File: src/verilog/pmc_pkg.sv
// Purpose: constants and types for the power-mode controller
// Assumes: 20 MHz core clock, register port with one-cycle read latency
// Notes: register offsets are byte addresses of 32-bit words
package pmc_pkg;

    typedef enum logic [2:0] {
        PMC_RUN,
        PMC_SLEEP,
        PMC_LP_RUN,
        PMC_LP_SLEEP,
        PMC_STOP,
        PMC_STANDBY,
        PMC_SHUTDOWN,
        PMC_WAKE_RESET
    } pmc_mode_e;

    // Register byte offsets
    localparam logic [7:0] PMC_CTRL_OFS = 8'h00;
    localparam logic [7:0] PMC_MON_OFS = 8'h04;
    localparam logic [7:0] PMC_PULLUP_OFS = 8'h08;
    localparam logic [7:0] PMC_PULLDN_OFS = 8'h0C;
    localparam logic [7:0] PMC_STATUS_OFS = 8'h10;
    localparam logic [7:0] PMC_FLAG_OFS = 8'h14;

    // Control fields
    localparam int PMC_CTRL_MODE_LSB = 0;
    localparam int PMC_CTRL_RANGE_LSB = 4;
    localparam int PMC_CTRL_WAKE_POL_BIT = 6;
    localparam int PMC_CTRL_CHARGE_BIT = 7;
    localparam int PMC_CTRL_DIV_LSB = 8;

    // Monitor fields
    localparam int PMC_MON_EN_BIT = 0;
    localparam int PMC_MON_FALL_BIT = 1;
    localparam int PMC_MON_RISE_BIT = 2;

    // Mode request codes written to the control register
    localparam logic [2:0] PMC_REQ_RUN = 3'h0;
    localparam logic [2:0] PMC_REQ_SLEEP = 3'h1;
    localparam logic [2:0] PMC_REQ_LP_RUN = 3'h2;
    localparam logic [2:0] PMC_REQ_LP_SLEEP = 3'h3;
    localparam logic [2:0] PMC_REQ_STOP = 3'h4;
    localparam logic [2:0] PMC_REQ_STANDBY = 3'h5;
    localparam logic [2:0] PMC_REQ_SHUTDOWN = 3'h6;

    // Voltage range codes
    localparam logic [1:0] PMC_RANGE1_BOOST = 2'h0;
    localparam logic [1:0] PMC_RANGE1_NORMAL = 2'h1;
    localparam logic [1:0] PMC_RANGE2 = 2'h2;

    // Processor clock limits in MHz, source clock in MHz
    localparam int PMC_SRC_MHZ = 170;
    localparam int PMC_LIM_BOOST_MHZ = 170;
    localparam int PMC_LIM_NORMAL_MHZ = 150;
    localparam int PMC_LIM_RANGE2_MHZ = 26;
    localparam int PMC_LIM_LP_MHZ = 2;
    // Least divider: source over limit, rounded up
    localparam logic [7:0] PMC_DIV_BOOST =
        8'((PMC_SRC_MHZ + PMC_LIM_BOOST_MHZ - 1) / PMC_LIM_BOOST_MHZ);
    localparam logic [7:0] PMC_DIV_NORMAL =
        8'((PMC_SRC_MHZ + PMC_LIM_NORMAL_MHZ - 1) / PMC_LIM_NORMAL_MHZ);
    localparam logic [7:0] PMC_DIV_RANGE2 =
        8'((PMC_SRC_MHZ + PMC_LIM_RANGE2_MHZ - 1) / PMC_LIM_RANGE2_MHZ);
    localparam logic [7:0] PMC_DIV_LP =
        8'((PMC_SRC_MHZ + PMC_LIM_LP_MHZ - 1) / PMC_LIM_LP_MHZ);

    // Length of the internal reset sequence after a deep wakeup
    localparam int PMC_CLK_MHZ = 20;
    localparam int PMC_WAKE_RST_NS = 1000;
    localparam int PMC_WAKE_RST_CYC = (PMC_WAKE_RST_NS * PMC_CLK_MHZ + 999) / 1000;

    localparam int PMC_TAMPER_N = 3;

    typedef struct packed {
        logic reset_pin;
        logic watchdog;
        logic wake_pin;
        logic rtc_event;
        logic slow_xtal_fail;
    } pmc_wake_s;

    typedef struct packed {
        logic main_regulator;
        logic low_power_regulator;
        logic cpu_clk_en;
        logic core_clk_en;
        logic pll_en;
        logic internal_fast_osc_en;
        logic fast_crystal_osc_en;
        logic internal_slow_osc_en;
        logic supply_drop_reset_en;
        logic core_powered;
    } pmc_power_s;

endpackage

File: src/verilog/pmc_power_mode_controller.sv
// Purpose: power-mode sequencer and supply supervision controller
// Assumes: supply comparator levels and wake sources arrive asynchronously
// Notes: one clock domain, register port with read data one cycle later
`timescale 1ns/100ps
module pmc_power_mode_controller #(
    parameter int IO_N = 16,
    parameter int WAKE_RST_CYC = pmc_pkg::PMC_WAKE_RST_CYC
) (
    input wire logic core_clk_i,
    input wire logic reset_i,
    // Register port
    input wire logic [7:0] reg_addr_i,
    input wire logic [31:0] reg_wdata_i,
    input wire logic reg_write_i,
    input wire logic reg_read_i,
    output logic [31:0] reg_rdata_o,
    // Asynchronous inputs
    input wire logic main_supply_ok_i,
    input wire logic above_drop_level_i,
    input wire logic above_monitor_threshold_i,
    input wire logic irq_or_event_i,
    input wire pmc_pkg::pmc_wake_s wake_i,
    input wire logic fast_osc_request_i,
    input wire logic internal_reset_src_i,
    input wire logic [pmc_pkg::PMC_TAMPER_N-1:0] tamper_i,
    // Outputs
    output pmc_pkg::pmc_power_s power_o,
    output logic [7:0] cpu_clk_div_o,
    output logic [2:0] mode_o,
    output logic system_reset_o,
    output logic monitor_irq_o,
    output logic io_analog_o,
    output logic [IO_N-1:0] io_pullup_o,
    output logic [IO_N-1:0] io_pulldown_o,
    output logic reset_pin_pullup_o,
    output logic backup_on_battery_o,
    output logic battery_charge_o,
    output logic tamper_detect_o
);
    import pmc_pkg::*;

    // ----------------------------------------------------------------
    // Input synchronisers
    // ----------------------------------------------------------------
    localparam int SYN_N = 11 + PMC_TAMPER_N;
    logic [SYN_N-1:0] syn_raw;
    logic [SYN_N-1:0] syn1_reg;
    logic [SYN_N-1:0] syn2_reg;
    assign syn_raw = {tamper_i, internal_reset_src_i, fast_osc_request_i, wake_i,
                      irq_or_event_i, above_monitor_threshold_i, above_drop_level_i,
                      main_supply_ok_i};

    always_ff @(posedge core_clk_i or posedge reset_i) begin
        if (reset_i) begin
            syn1_reg <= '0;
            syn2_reg <= '0;
        end else begin
            syn1_reg <= syn_raw;
            syn2_reg <= syn1_reg;
        end
    end

    logic supply_ok;
    logic above_drop;
    logic above_mon;
    logic irq_ev;
    pmc_wake_s wake;
    logic fast_req;
    logic int_rst_src;
    logic [PMC_TAMPER_N-1:0] tamper;
    assign supply_ok = syn2_reg[0];
    assign above_drop = syn2_reg[1];
    assign above_mon = syn2_reg[2];
    assign irq_ev = syn2_reg[3];
    assign wake = syn2_reg[8:4];
    assign fast_req = syn2_reg[9];
    assign int_rst_src = syn2_reg[10];
    assign tamper = syn2_reg[SYN_N-1:11];

    // ----------------------------------------------------------------
    // Registers
    // ----------------------------------------------------------------
    logic [2:0] req_mode_reg;
    logic [1:0] range_reg;
    logic wake_pol_reg;
    logic charge_en_reg;
    logic [7:0] div_reg;
    logic [2:0] mon_cfg_reg;
    logic [IO_N-1:0] pullup_cfg_reg;
    logic [IO_N-1:0] pulldn_cfg_reg;
    logic mon_flag_reg;
    logic mon_prev_reg;
    logic wake_prev_reg;
    logic req_pend_reg;
    pmc_mode_e mode_reg;
    logic [15:0] rst_cnt_reg;

    logic wr_ctrl;
    logic wr_flag;
    assign wr_ctrl = reg_write_i && (reg_addr_i == PMC_CTRL_OFS);
    assign wr_flag = reg_write_i && (reg_addr_i == PMC_FLAG_OFS);

    // Limit for the selected range, or the low-power limit in LP modes; slower divider is always honoured
    logic [7:0] div_min;
    always_comb begin
        if (mode_reg == PMC_LP_RUN || mode_reg == PMC_LP_SLEEP) begin
            div_min = PMC_DIV_LP;
        end else if (range_reg == PMC_RANGE1_BOOST) begin
            div_min = PMC_DIV_BOOST;
        end else if (range_reg == PMC_RANGE1_NORMAL) begin
            div_min = PMC_DIV_NORMAL;
        end else begin
            div_min = PMC_DIV_RANGE2;
        end
    end

    always_ff @(posedge core_clk_i or posedge reset_i) begin
        if (reset_i) begin
            range_reg <= PMC_RANGE1_NORMAL;
            wake_pol_reg <= 1'b0;
            charge_en_reg <= 1'b0;
            div_reg <= PMC_DIV_RANGE2;
            mon_cfg_reg <= '0;
            pullup_cfg_reg <= '0;
            pulldn_cfg_reg <= '0;
        end else if (system_reset_o) begin
            range_reg <= PMC_RANGE1_NORMAL;
            wake_pol_reg <= 1'b0;
            charge_en_reg <= 1'b0;
            div_reg <= PMC_DIV_RANGE2;
            mon_cfg_reg <= '0;
        end else if (reg_write_i) begin
            if (reg_addr_i == PMC_CTRL_OFS) begin
                range_reg <= reg_wdata_i[PMC_CTRL_RANGE_LSB +: 2];
                wake_pol_reg <= reg_wdata_i[PMC_CTRL_WAKE_POL_BIT];
                charge_en_reg <= reg_wdata_i[PMC_CTRL_CHARGE_BIT];
                div_reg <= reg_wdata_i[PMC_CTRL_DIV_LSB +: 8];
            end else if (reg_addr_i == PMC_MON_OFS) begin
                mon_cfg_reg <= reg_wdata_i[2:0];
            end else if (reg_addr_i == PMC_PULLUP_OFS) begin
                pullup_cfg_reg <= reg_wdata_i[IO_N-1:0];
            end else if (reg_addr_i == PMC_PULLDN_OFS) begin
                pulldn_cfg_reg <= reg_wdata_i[IO_N-1:0];
            end
        end
    end

    // Software mode request, consumed by the sequencer
    always_ff @(posedge core_clk_i or posedge reset_i) begin
        if (reset_i) begin
            req_mode_reg <= PMC_REQ_RUN;
            req_pend_reg <= 1'b0;
        end else if (wr_ctrl) begin
            req_mode_reg <= reg_wdata_i[PMC_CTRL_MODE_LSB +: 3];
            req_pend_reg <= 1'b1;
        end else begin
            req_pend_reg <= 1'b0;
        end
    end

    // ----------------------------------------------------------------
    // Supply threshold monitor
    // ----------------------------------------------------------------
    logic mon_hit;
    assign mon_hit = mon_cfg_reg[PMC_MON_EN_BIT] && mode_reg != PMC_SHUTDOWN &&
                     ((mon_cfg_reg[PMC_MON_FALL_BIT] && mon_prev_reg && !above_mon) ||
                      (mon_cfg_reg[PMC_MON_RISE_BIT] && !mon_prev_reg && above_mon));

    always_ff @(posedge core_clk_i or posedge reset_i) begin
        if (reset_i) begin
            mon_prev_reg <= 1'b0;
            mon_flag_reg <= 1'b0;
        end else begin
            mon_prev_reg <= above_mon;
            if (mon_hit) begin
                mon_flag_reg <= 1'b1;
            end else if (wr_flag && reg_wdata_i[0]) begin
                mon_flag_reg <= 1'b0;
            end
        end
    end

    // ----------------------------------------------------------------
    // Wake detection
    // ----------------------------------------------------------------
    logic wake_lvl;
    logic wake_edge;
    logic deep_exit;
    assign wake_lvl = wake.wake_pin ^ wake_pol_reg;
    assign wake_edge = wake_lvl && !wake_prev_reg;

    always_ff @(posedge core_clk_i or posedge reset_i) begin
        if (reset_i) begin
            wake_prev_reg <= 1'b0;
        end else begin
            wake_prev_reg <= wake_lvl;
        end
    end

    // Battery-only operation blocks every wake source; exit needs the supply back and a wake
    always_comb begin
        deep_exit = 1'b0;
        if (supply_ok) begin
            if (mode_reg == PMC_STANDBY) begin
                deep_exit = wake.reset_pin || wake.watchdog || wake_edge ||
                            wake.rtc_event || wake.slow_xtal_fail;
            end else if (mode_reg == PMC_SHUTDOWN) begin
                deep_exit = wake.reset_pin || wake.watchdog || wake_edge ||
                            wake.rtc_event;
            end
        end
    end

    // ----------------------------------------------------------------
    // Mode sequencer
    // ----------------------------------------------------------------
    logic drop_hold;
    assign drop_hold = !above_drop && mode_reg != PMC_SHUTDOWN;

    always_ff @(posedge core_clk_i or posedge reset_i) begin
        if (reset_i) begin
            mode_reg <= PMC_RUN;
            rst_cnt_reg <= '0;
        end else if (drop_hold) begin
            mode_reg <= PMC_RUN;
            rst_cnt_reg <= '0;
        end else begin
            case (mode_reg)
                PMC_RUN: begin
                    if (req_pend_reg) begin
                        if (req_mode_reg == PMC_REQ_SLEEP) begin
                            mode_reg <= PMC_SLEEP;
                        end else if (req_mode_reg == PMC_REQ_LP_RUN) begin
                            mode_reg <= PMC_LP_RUN;
                        end else if (req_mode_reg == PMC_REQ_STOP) begin
                            mode_reg <= PMC_STOP;
                        end else if (req_mode_reg == PMC_REQ_STANDBY) begin
                            mode_reg <= PMC_STANDBY;
                        end else if (req_mode_reg == PMC_REQ_SHUTDOWN) begin
                            mode_reg <= PMC_SHUTDOWN;
                        end
                    end
                end
                PMC_SLEEP: begin
                    if (irq_ev) begin
                        mode_reg <= PMC_RUN;
                    end
                end
                PMC_LP_RUN: begin
                    if (req_pend_reg) begin
                        if (req_mode_reg == PMC_REQ_RUN) begin
                            mode_reg <= PMC_RUN;
                        end else if (req_mode_reg == PMC_REQ_LP_SLEEP) begin
                            mode_reg <= PMC_LP_SLEEP;
                        end else if (req_mode_reg == PMC_REQ_STOP) begin
                            mode_reg <= PMC_STOP;
                        end else if (req_mode_reg == PMC_REQ_STANDBY) begin
                            mode_reg <= PMC_STANDBY;
                        end else if (req_mode_reg == PMC_REQ_SHUTDOWN) begin
                            mode_reg <= PMC_SHUTDOWN;
                        end
                    end
                end
                PMC_LP_SLEEP: begin
                    if (irq_ev) begin
                        mode_reg <= PMC_LP_RUN;
                    end
                end
                PMC_STOP: begin
                    if (irq_ev) begin
                        mode_reg <= PMC_RUN;
                    end
                end
                PMC_STANDBY, PMC_SHUTDOWN: begin
                    if (deep_exit) begin
                        mode_reg <= PMC_WAKE_RESET;
                        rst_cnt_reg <= '0;
                    end
                end
                PMC_WAKE_RESET: begin
                    if (rst_cnt_reg == 16'(WAKE_RST_CYC - 1)) begin
                        mode_reg <= PMC_RUN;
                    end else begin
                        rst_cnt_reg <= rst_cnt_reg + 16'h0001;
                    end
                end
                default: begin
                    mode_reg <= PMC_RUN;
                end
            endcase
        end
    end

    // ----------------------------------------------------------------
    // Power, clock and pin outputs
    // ----------------------------------------------------------------
    pmc_power_s pwr;
    always_comb begin
        pwr = '0;
        pwr.supply_drop_reset_en = 1'b1;
        pwr.internal_slow_osc_en = 1'b1;
        case (mode_reg)
            PMC_RUN, PMC_WAKE_RESET: begin
                pwr.main_regulator = 1'b1;
                pwr.cpu_clk_en = 1'b1;
                pwr.core_clk_en = 1'b1;
                pwr.pll_en = 1'b1;
                pwr.internal_fast_osc_en = 1'b1;
                pwr.fast_crystal_osc_en = 1'b1;
                pwr.core_powered = 1'b1;
            end
            PMC_SLEEP: begin
                pwr.main_regulator = 1'b1;
                pwr.core_clk_en = 1'b1;
                pwr.pll_en = 1'b1;
                pwr.internal_fast_osc_en = 1'b1;
                pwr.fast_crystal_osc_en = 1'b1;
                pwr.core_powered = 1'b1;
            end
            PMC_LP_RUN: begin
                pwr.low_power_regulator = 1'b1;
                pwr.cpu_clk_en = 1'b1;
                pwr.core_clk_en = 1'b1;
                pwr.internal_fast_osc_en = 1'b1;
                pwr.core_powered = 1'b1;
            end
            PMC_LP_SLEEP: begin
                pwr.low_power_regulator = 1'b1;
                pwr.core_clk_en = 1'b1;
                pwr.internal_fast_osc_en = 1'b1;
                pwr.core_powered = 1'b1;
            end
            PMC_STOP: begin
                pwr.low_power_regulator = 1'b1;
                pwr.internal_fast_osc_en = fast_req;
                pwr.core_powered = 1'b1;
            end
            PMC_STANDBY: begin
                pwr.supply_drop_reset_en = 1'b1;
            end
            PMC_SHUTDOWN: begin
                pwr.supply_drop_reset_en = 1'b0;
                pwr.internal_slow_osc_en = 1'b0;
            end
            default: begin
                pwr.main_regulator = 1'b1;
            end
        endcase
    end

    logic in_reset;
    assign in_reset = drop_hold || mode_reg == PMC_WAKE_RESET;

    always_ff @(posedge core_clk_i or posedge reset_i) begin
        if (reset_i) begin
            power_o <= '0;
            cpu_clk_div_o <= PMC_DIV_RANGE2;
            mode_o <= PMC_REQ_RUN;
            system_reset_o <= 1'b1;
            monitor_irq_o <= 1'b0;
            io_analog_o <= 1'b1;
            io_pullup_o <= '0;
            io_pulldown_o <= '0;
            reset_pin_pullup_o <= 1'b1;
            backup_on_battery_o <= 1'b0;
            battery_charge_o <= 1'b0;
            tamper_detect_o <= 1'b0;
        end else begin
            power_o <= pwr;
            cpu_clk_div_o <= (div_reg < div_min) ? div_min : div_reg;
            mode_o <= 3'(mode_reg);
            system_reset_o <= in_reset;
            monitor_irq_o <= mon_flag_reg;
            // Pins stay analog during reset and for one cycle after system_reset_o clears
            io_analog_o <= in_reset || system_reset_o;
            if (mode_reg == PMC_STANDBY) begin
                io_pullup_o <= pullup_cfg_reg;
                io_pulldown_o <= pulldn_cfg_reg & ~pullup_cfg_reg;
            end else begin
                io_pullup_o <= '0;
                io_pulldown_o <= '0;
            end
            reset_pin_pullup_o <= !int_rst_src;
            backup_on_battery_o <= !supply_ok;
            battery_charge_o <= charge_en_reg && supply_ok;
            tamper_detect_o <= |tamper;
        end
    end

    // ----------------------------------------------------------------
    // Register read port
    // ----------------------------------------------------------------
    always_ff @(posedge core_clk_i or posedge reset_i) begin
        if (reset_i) begin
            reg_rdata_o <= '0;
        end else if (reg_read_i) begin
            if (reg_addr_i == PMC_CTRL_OFS) begin
                reg_rdata_o <= {16'h0000, div_reg, charge_en_reg, wake_pol_reg,
                                range_reg, 1'b0, req_mode_reg};
            end else if (reg_addr_i == PMC_MON_OFS) begin
                reg_rdata_o <= {29'h0, mon_cfg_reg};
            end else if (reg_addr_i == PMC_PULLUP_OFS) begin
                reg_rdata_o <= 32'(pullup_cfg_reg);
            end else if (reg_addr_i == PMC_PULLDN_OFS) begin
                reg_rdata_o <= 32'(pulldn_cfg_reg);
            end else if (reg_addr_i == PMC_STATUS_OFS) begin
                reg_rdata_o <= {24'h0, !supply_ok, above_mon, supply_ok,
                                system_reset_o, 1'b0, 3'(mode_reg)};
            end else if (reg_addr_i == PMC_FLAG_OFS) begin
                reg_rdata_o <= {31'h0, mon_flag_reg};
            end else begin
                reg_rdata_o <= '0;
            end
        end else begin
            reg_rdata_o <= '0;
        end
    end

endmodule

File: config.mk
export PLATFORM = sky130hd
export DESIGN_NAME = pmc_power_mode_controller
export DESIGN_NICKNAME = d
export VERILOG_FILES = /design/src/verilog/pmc_pkg.sv /design/src/verilog/pmc_power_mode_controller.sv
export SDC_FILE = /design/constraint.sdc
export NUM_CORES = 1
export LEC_CHECK = 0
export ABC_CLOCK_PERIOD_IN_PS = 5600
export BUFFER_PORTS_ARGS = -buffer_cell sky130_fd_sc_hd__buf_4
export CORE_AREA = 2 2 118 120
export DETAILED_ROUTE_END_ITERATION = 7
export DIE_AREA = 0 0 120 122
export GPL_TIMING_DRIVEN = 0
export PLACE_DENSITY = 0.78
export SYNTH_ARGS = -nofsm -noshare
export SYNTH_HDL_FRONTEND = slang
export SYNTH_SLANG_ARGS = --single-unit
File: constraint.sdc
create_clock -name core_clk_i -period 5.6 [get_ports core_clk_i]
set_clock_uncertainty 0.2 [all_clocks]
set_input_delay 0 -clock core_clk_i [delete_from_list [all_inputs] [get_ports core_clk_i]]
set_output_delay 0 -clock core_clk_i [all_outputs]
set_load 0.01 [all_outputs]
==> qor.yml <==
clk_pin_slew_worst_paths_ns: 0.06
yosys-top-cells-count: "dfrtp_1 (164), nand2_1 (57), nor2_1 (36)"
first_pass_iters: 7
critPathKind: "flop to flop"
outcome: "finished, final reports clean"
yosysTopAreaCell: "dfrtp_1"
top_usage_layer: "met2"
ios: 150
rows: 43
rrSetupSlack_ns: 2.49
place_congestion: 0.866
numClockSinks: 174
pwr-share-clk_pct: 42.5
vias: 5431
crit_path_start_kind: "flop"
grt.total_usage_pct: 25.3
p_seq_share_pct: 43.8
critPathRequiredTime_ns: 5.68
die_x_um: 120
area_growth_pct: 31.8
fin_ws_ns: 2.49
drtIter0Drc: 556
grt_max_degree: 123
met1_usage_pct: 33.6
tightest_slew_ns: 0.714
cp.arrival_ns: 3.19
ys_ff_latch: 174
yosysWarningCount: 0
min_period_over_period_pct: 55.5
ys_top_cells_by_area: "dfrtp_1 (58%), mux2_2 (5.6%), dfstp_2 (3.7%)"
nets: 854
ys.flop_type: "dfrtp_1"
slowest_delay_ns: 0.68
core_area_um2: 13500
crit_family: "buffers and inverters"
synth.most_common_cell: "dfrtp_1"
dieArea_um2: 14600
hold_path.class: "input port to flop"
period_needed_ns: 3.11
diodes: 0
critPathSlowestCell: "o32ai_1"
clkLatencyLatePin_ns: 0.43
grt_setup_unrepaired: "false"
totalWireLength_um: 17700
post_cts_resized: 0
antenna_found_initial: 0
initial_core_util_pct: 52.5
synth-edff-count: 0
p_sw_share_pct: 23.9
wl_per_cell_um: 17.9
grt_pass1_wl_um: 28100
crit_chain: "clkbuf_1, nor2b_1, clkbuf_1, o21ai_0, o32ai_1, clkbuf_1, a21oi_1"
gr-total-overflow: 0
drive_above_1_share_pct: 27.9
met2_usage_pct: 40.0
drc: 0
drv_cap: 0
synth_seq_area_share_pct: 61.6
syn-cell-area_um2: 7080
htreeDepth: 4
avgViaCountPerCell: 5.51
yosysTopAreaCellShare_pct: 57.9
drv_slew: 0
cts_root_buffer: "clkbuf_16"
min_from: "tamper_i[2]"
path_max_fanout: 10
port_buffers: 115
crit_path_start: "mode_reg[1]$_DFFE_PP0P_"
clk_path_buf_depth: 2
p_int_mw: 2.35
report.power.total_mw: 3.09
die_h_um: 122
timing.rr.start: "mode_reg[1]$_DFFE_PP0P_"
cp_num_buf_inv: 3
power_density_nw_per_um2: 331
netlist_instances: 602
cpMostUsedCell: "clkbuf_1"
cts_buffers: 17
power.leakage_nw: 4.47
cts_tree: "built"
fmax_mhz: 322
vdd_ir_drop_max_mv: 0.195
use_met3_pct: 5.62
post-place-ws_ns: 2.55
combPwrFrac_pct: 13.7
dpl.hpwl_um: 11700
synth_cell_types: 61
antenna_left: 0
setup_viol: 0
worstSetupEndpointType: "flop"
netSwitchingPower_mw: 0.739
async_flop_share_pct: 100
hold_viol: 0
syn_area_per_cell_um2: 11.8
slew_headroom_pct: 52.4
grt_pass1_vias: 5439
[cells by family (layout without fill, tap and decap cells)]
group | after synthesis | after routing | share of synthesized area (%)
fa+ha+maj | 3 | 3 | 0.530
other cells | 1 | 16 | 0.0529
simple gates | 196 | 196 | 15.2
mux | 57 | 57 | 8.67
flops | 174 | 174 | 61.6
compound gates | 104 | 104 | 8.99
buf+inv | 65 | 254 | 4.68
xor+xnor | 2 | 2 | 0.247
[power groups by stage]
| stage | Combinational [mW] | Clock (mW) | Sequential (mW) |
|---|---|---|---|
| 3_3_place_gp | 0.377 | 0 | 1.37 |
| 2_1_floorplan | 0.209 | 0 | 1.39 |
| 3_5_place_dp | 0.393 | 0 | 1.38 |
| 4_1_cts | 0.420 | 1.33 | 1.35 |
| 6_report | 0.423 | 1.31 | 1.35 |
| 5_1_grt | 0.462 | 1.39 | 1.36 |
[cells in the final DEF (no fill, tap or decap), types with 7 or more instances in the layout]
master,count
nand2_1,57
dfrtp_1,164
a21oi_1,24
or4_1,7
and3_1,17
buf_4,135
nor3b_1,15
a31oi_1,10
clkbuf_16,17
mux2_2,35
o21ai_0,32
dfstp_2,10
or3_1,7
conb_1,16
clkbuf_1,27
nor2_1,36
dlygate4sd3_1,41
nand3_1,10
mux2i_1,22
inv_1,14
o31ai_1,8
[repair_timing]
item	in CTS	in global routing
setup buffers	0	0
endpoints found under the hold margin	246	0
hold buffers	41	0
[worst register-to-register path, cell delays in order (launching register included)]
cell,delay [ns]
dfrtp_1,0.37
clkbuf_1,0.22
nor2b_1,0.22
clkbuf_1,0.47
o21ai_0,0.27
o32ai_1,0.68
clkbuf_1,0.45
a21oi_1,0.09
[stage by stage]
step	hold slack, ns	TNS, ns	std cells	instance area [um2]	util (%)
floorplan	-0.169	0	617	7140	-
global placement	-0.0909	-128.03	912	8230	60.9
detailed placement	-0.173	0	913	8260	61.2
CTS	0.00879	0	986	9340	69.2
global route	0.0172	0	986	9340	69.2
finish	0.0284	0	986	9340	69.2
[final timing paths]
kind | endpoint | cells past startpoint
max | rst_cnt_reg[7]$_DFFE_PP0P_ | 7
min | syn1_reg[13]$_DFF_PP0_ | 2
max reg2reg | rst_cnt_reg[7]$_DFFE_PP0P_ | 7
min reg2reg | syn2_reg[10]$_DFF_PP0_ | 0
max in group asynchronous | mode_reg[2]$_DFFE_PP0P_ | 5
min in group asynchronous | syn1_reg[12]$_DFF_PP0_ | 4
[metal layers]
metal / vias to the layer above / share of wire, %
met2: 279 / 49
met5: - / 0
met1: 2622 / 41
met3: 55 / 7.3
met4: 0 / 2.8
li1: 2475 / -
[area by class of cell]
class / count / area [um2]
inverter: 15 / 63.8
multi-input combinational: 378 / 2440
tap: 180 / 225
sequential: 174 / 4370
clock inverter: 11 / 215
timing repair buffer: 157 / 1300
buffer: 50 / 275
fill: 961 / 4160
clock buffer: 21 / 450
(Power assumes the default switching activity.)
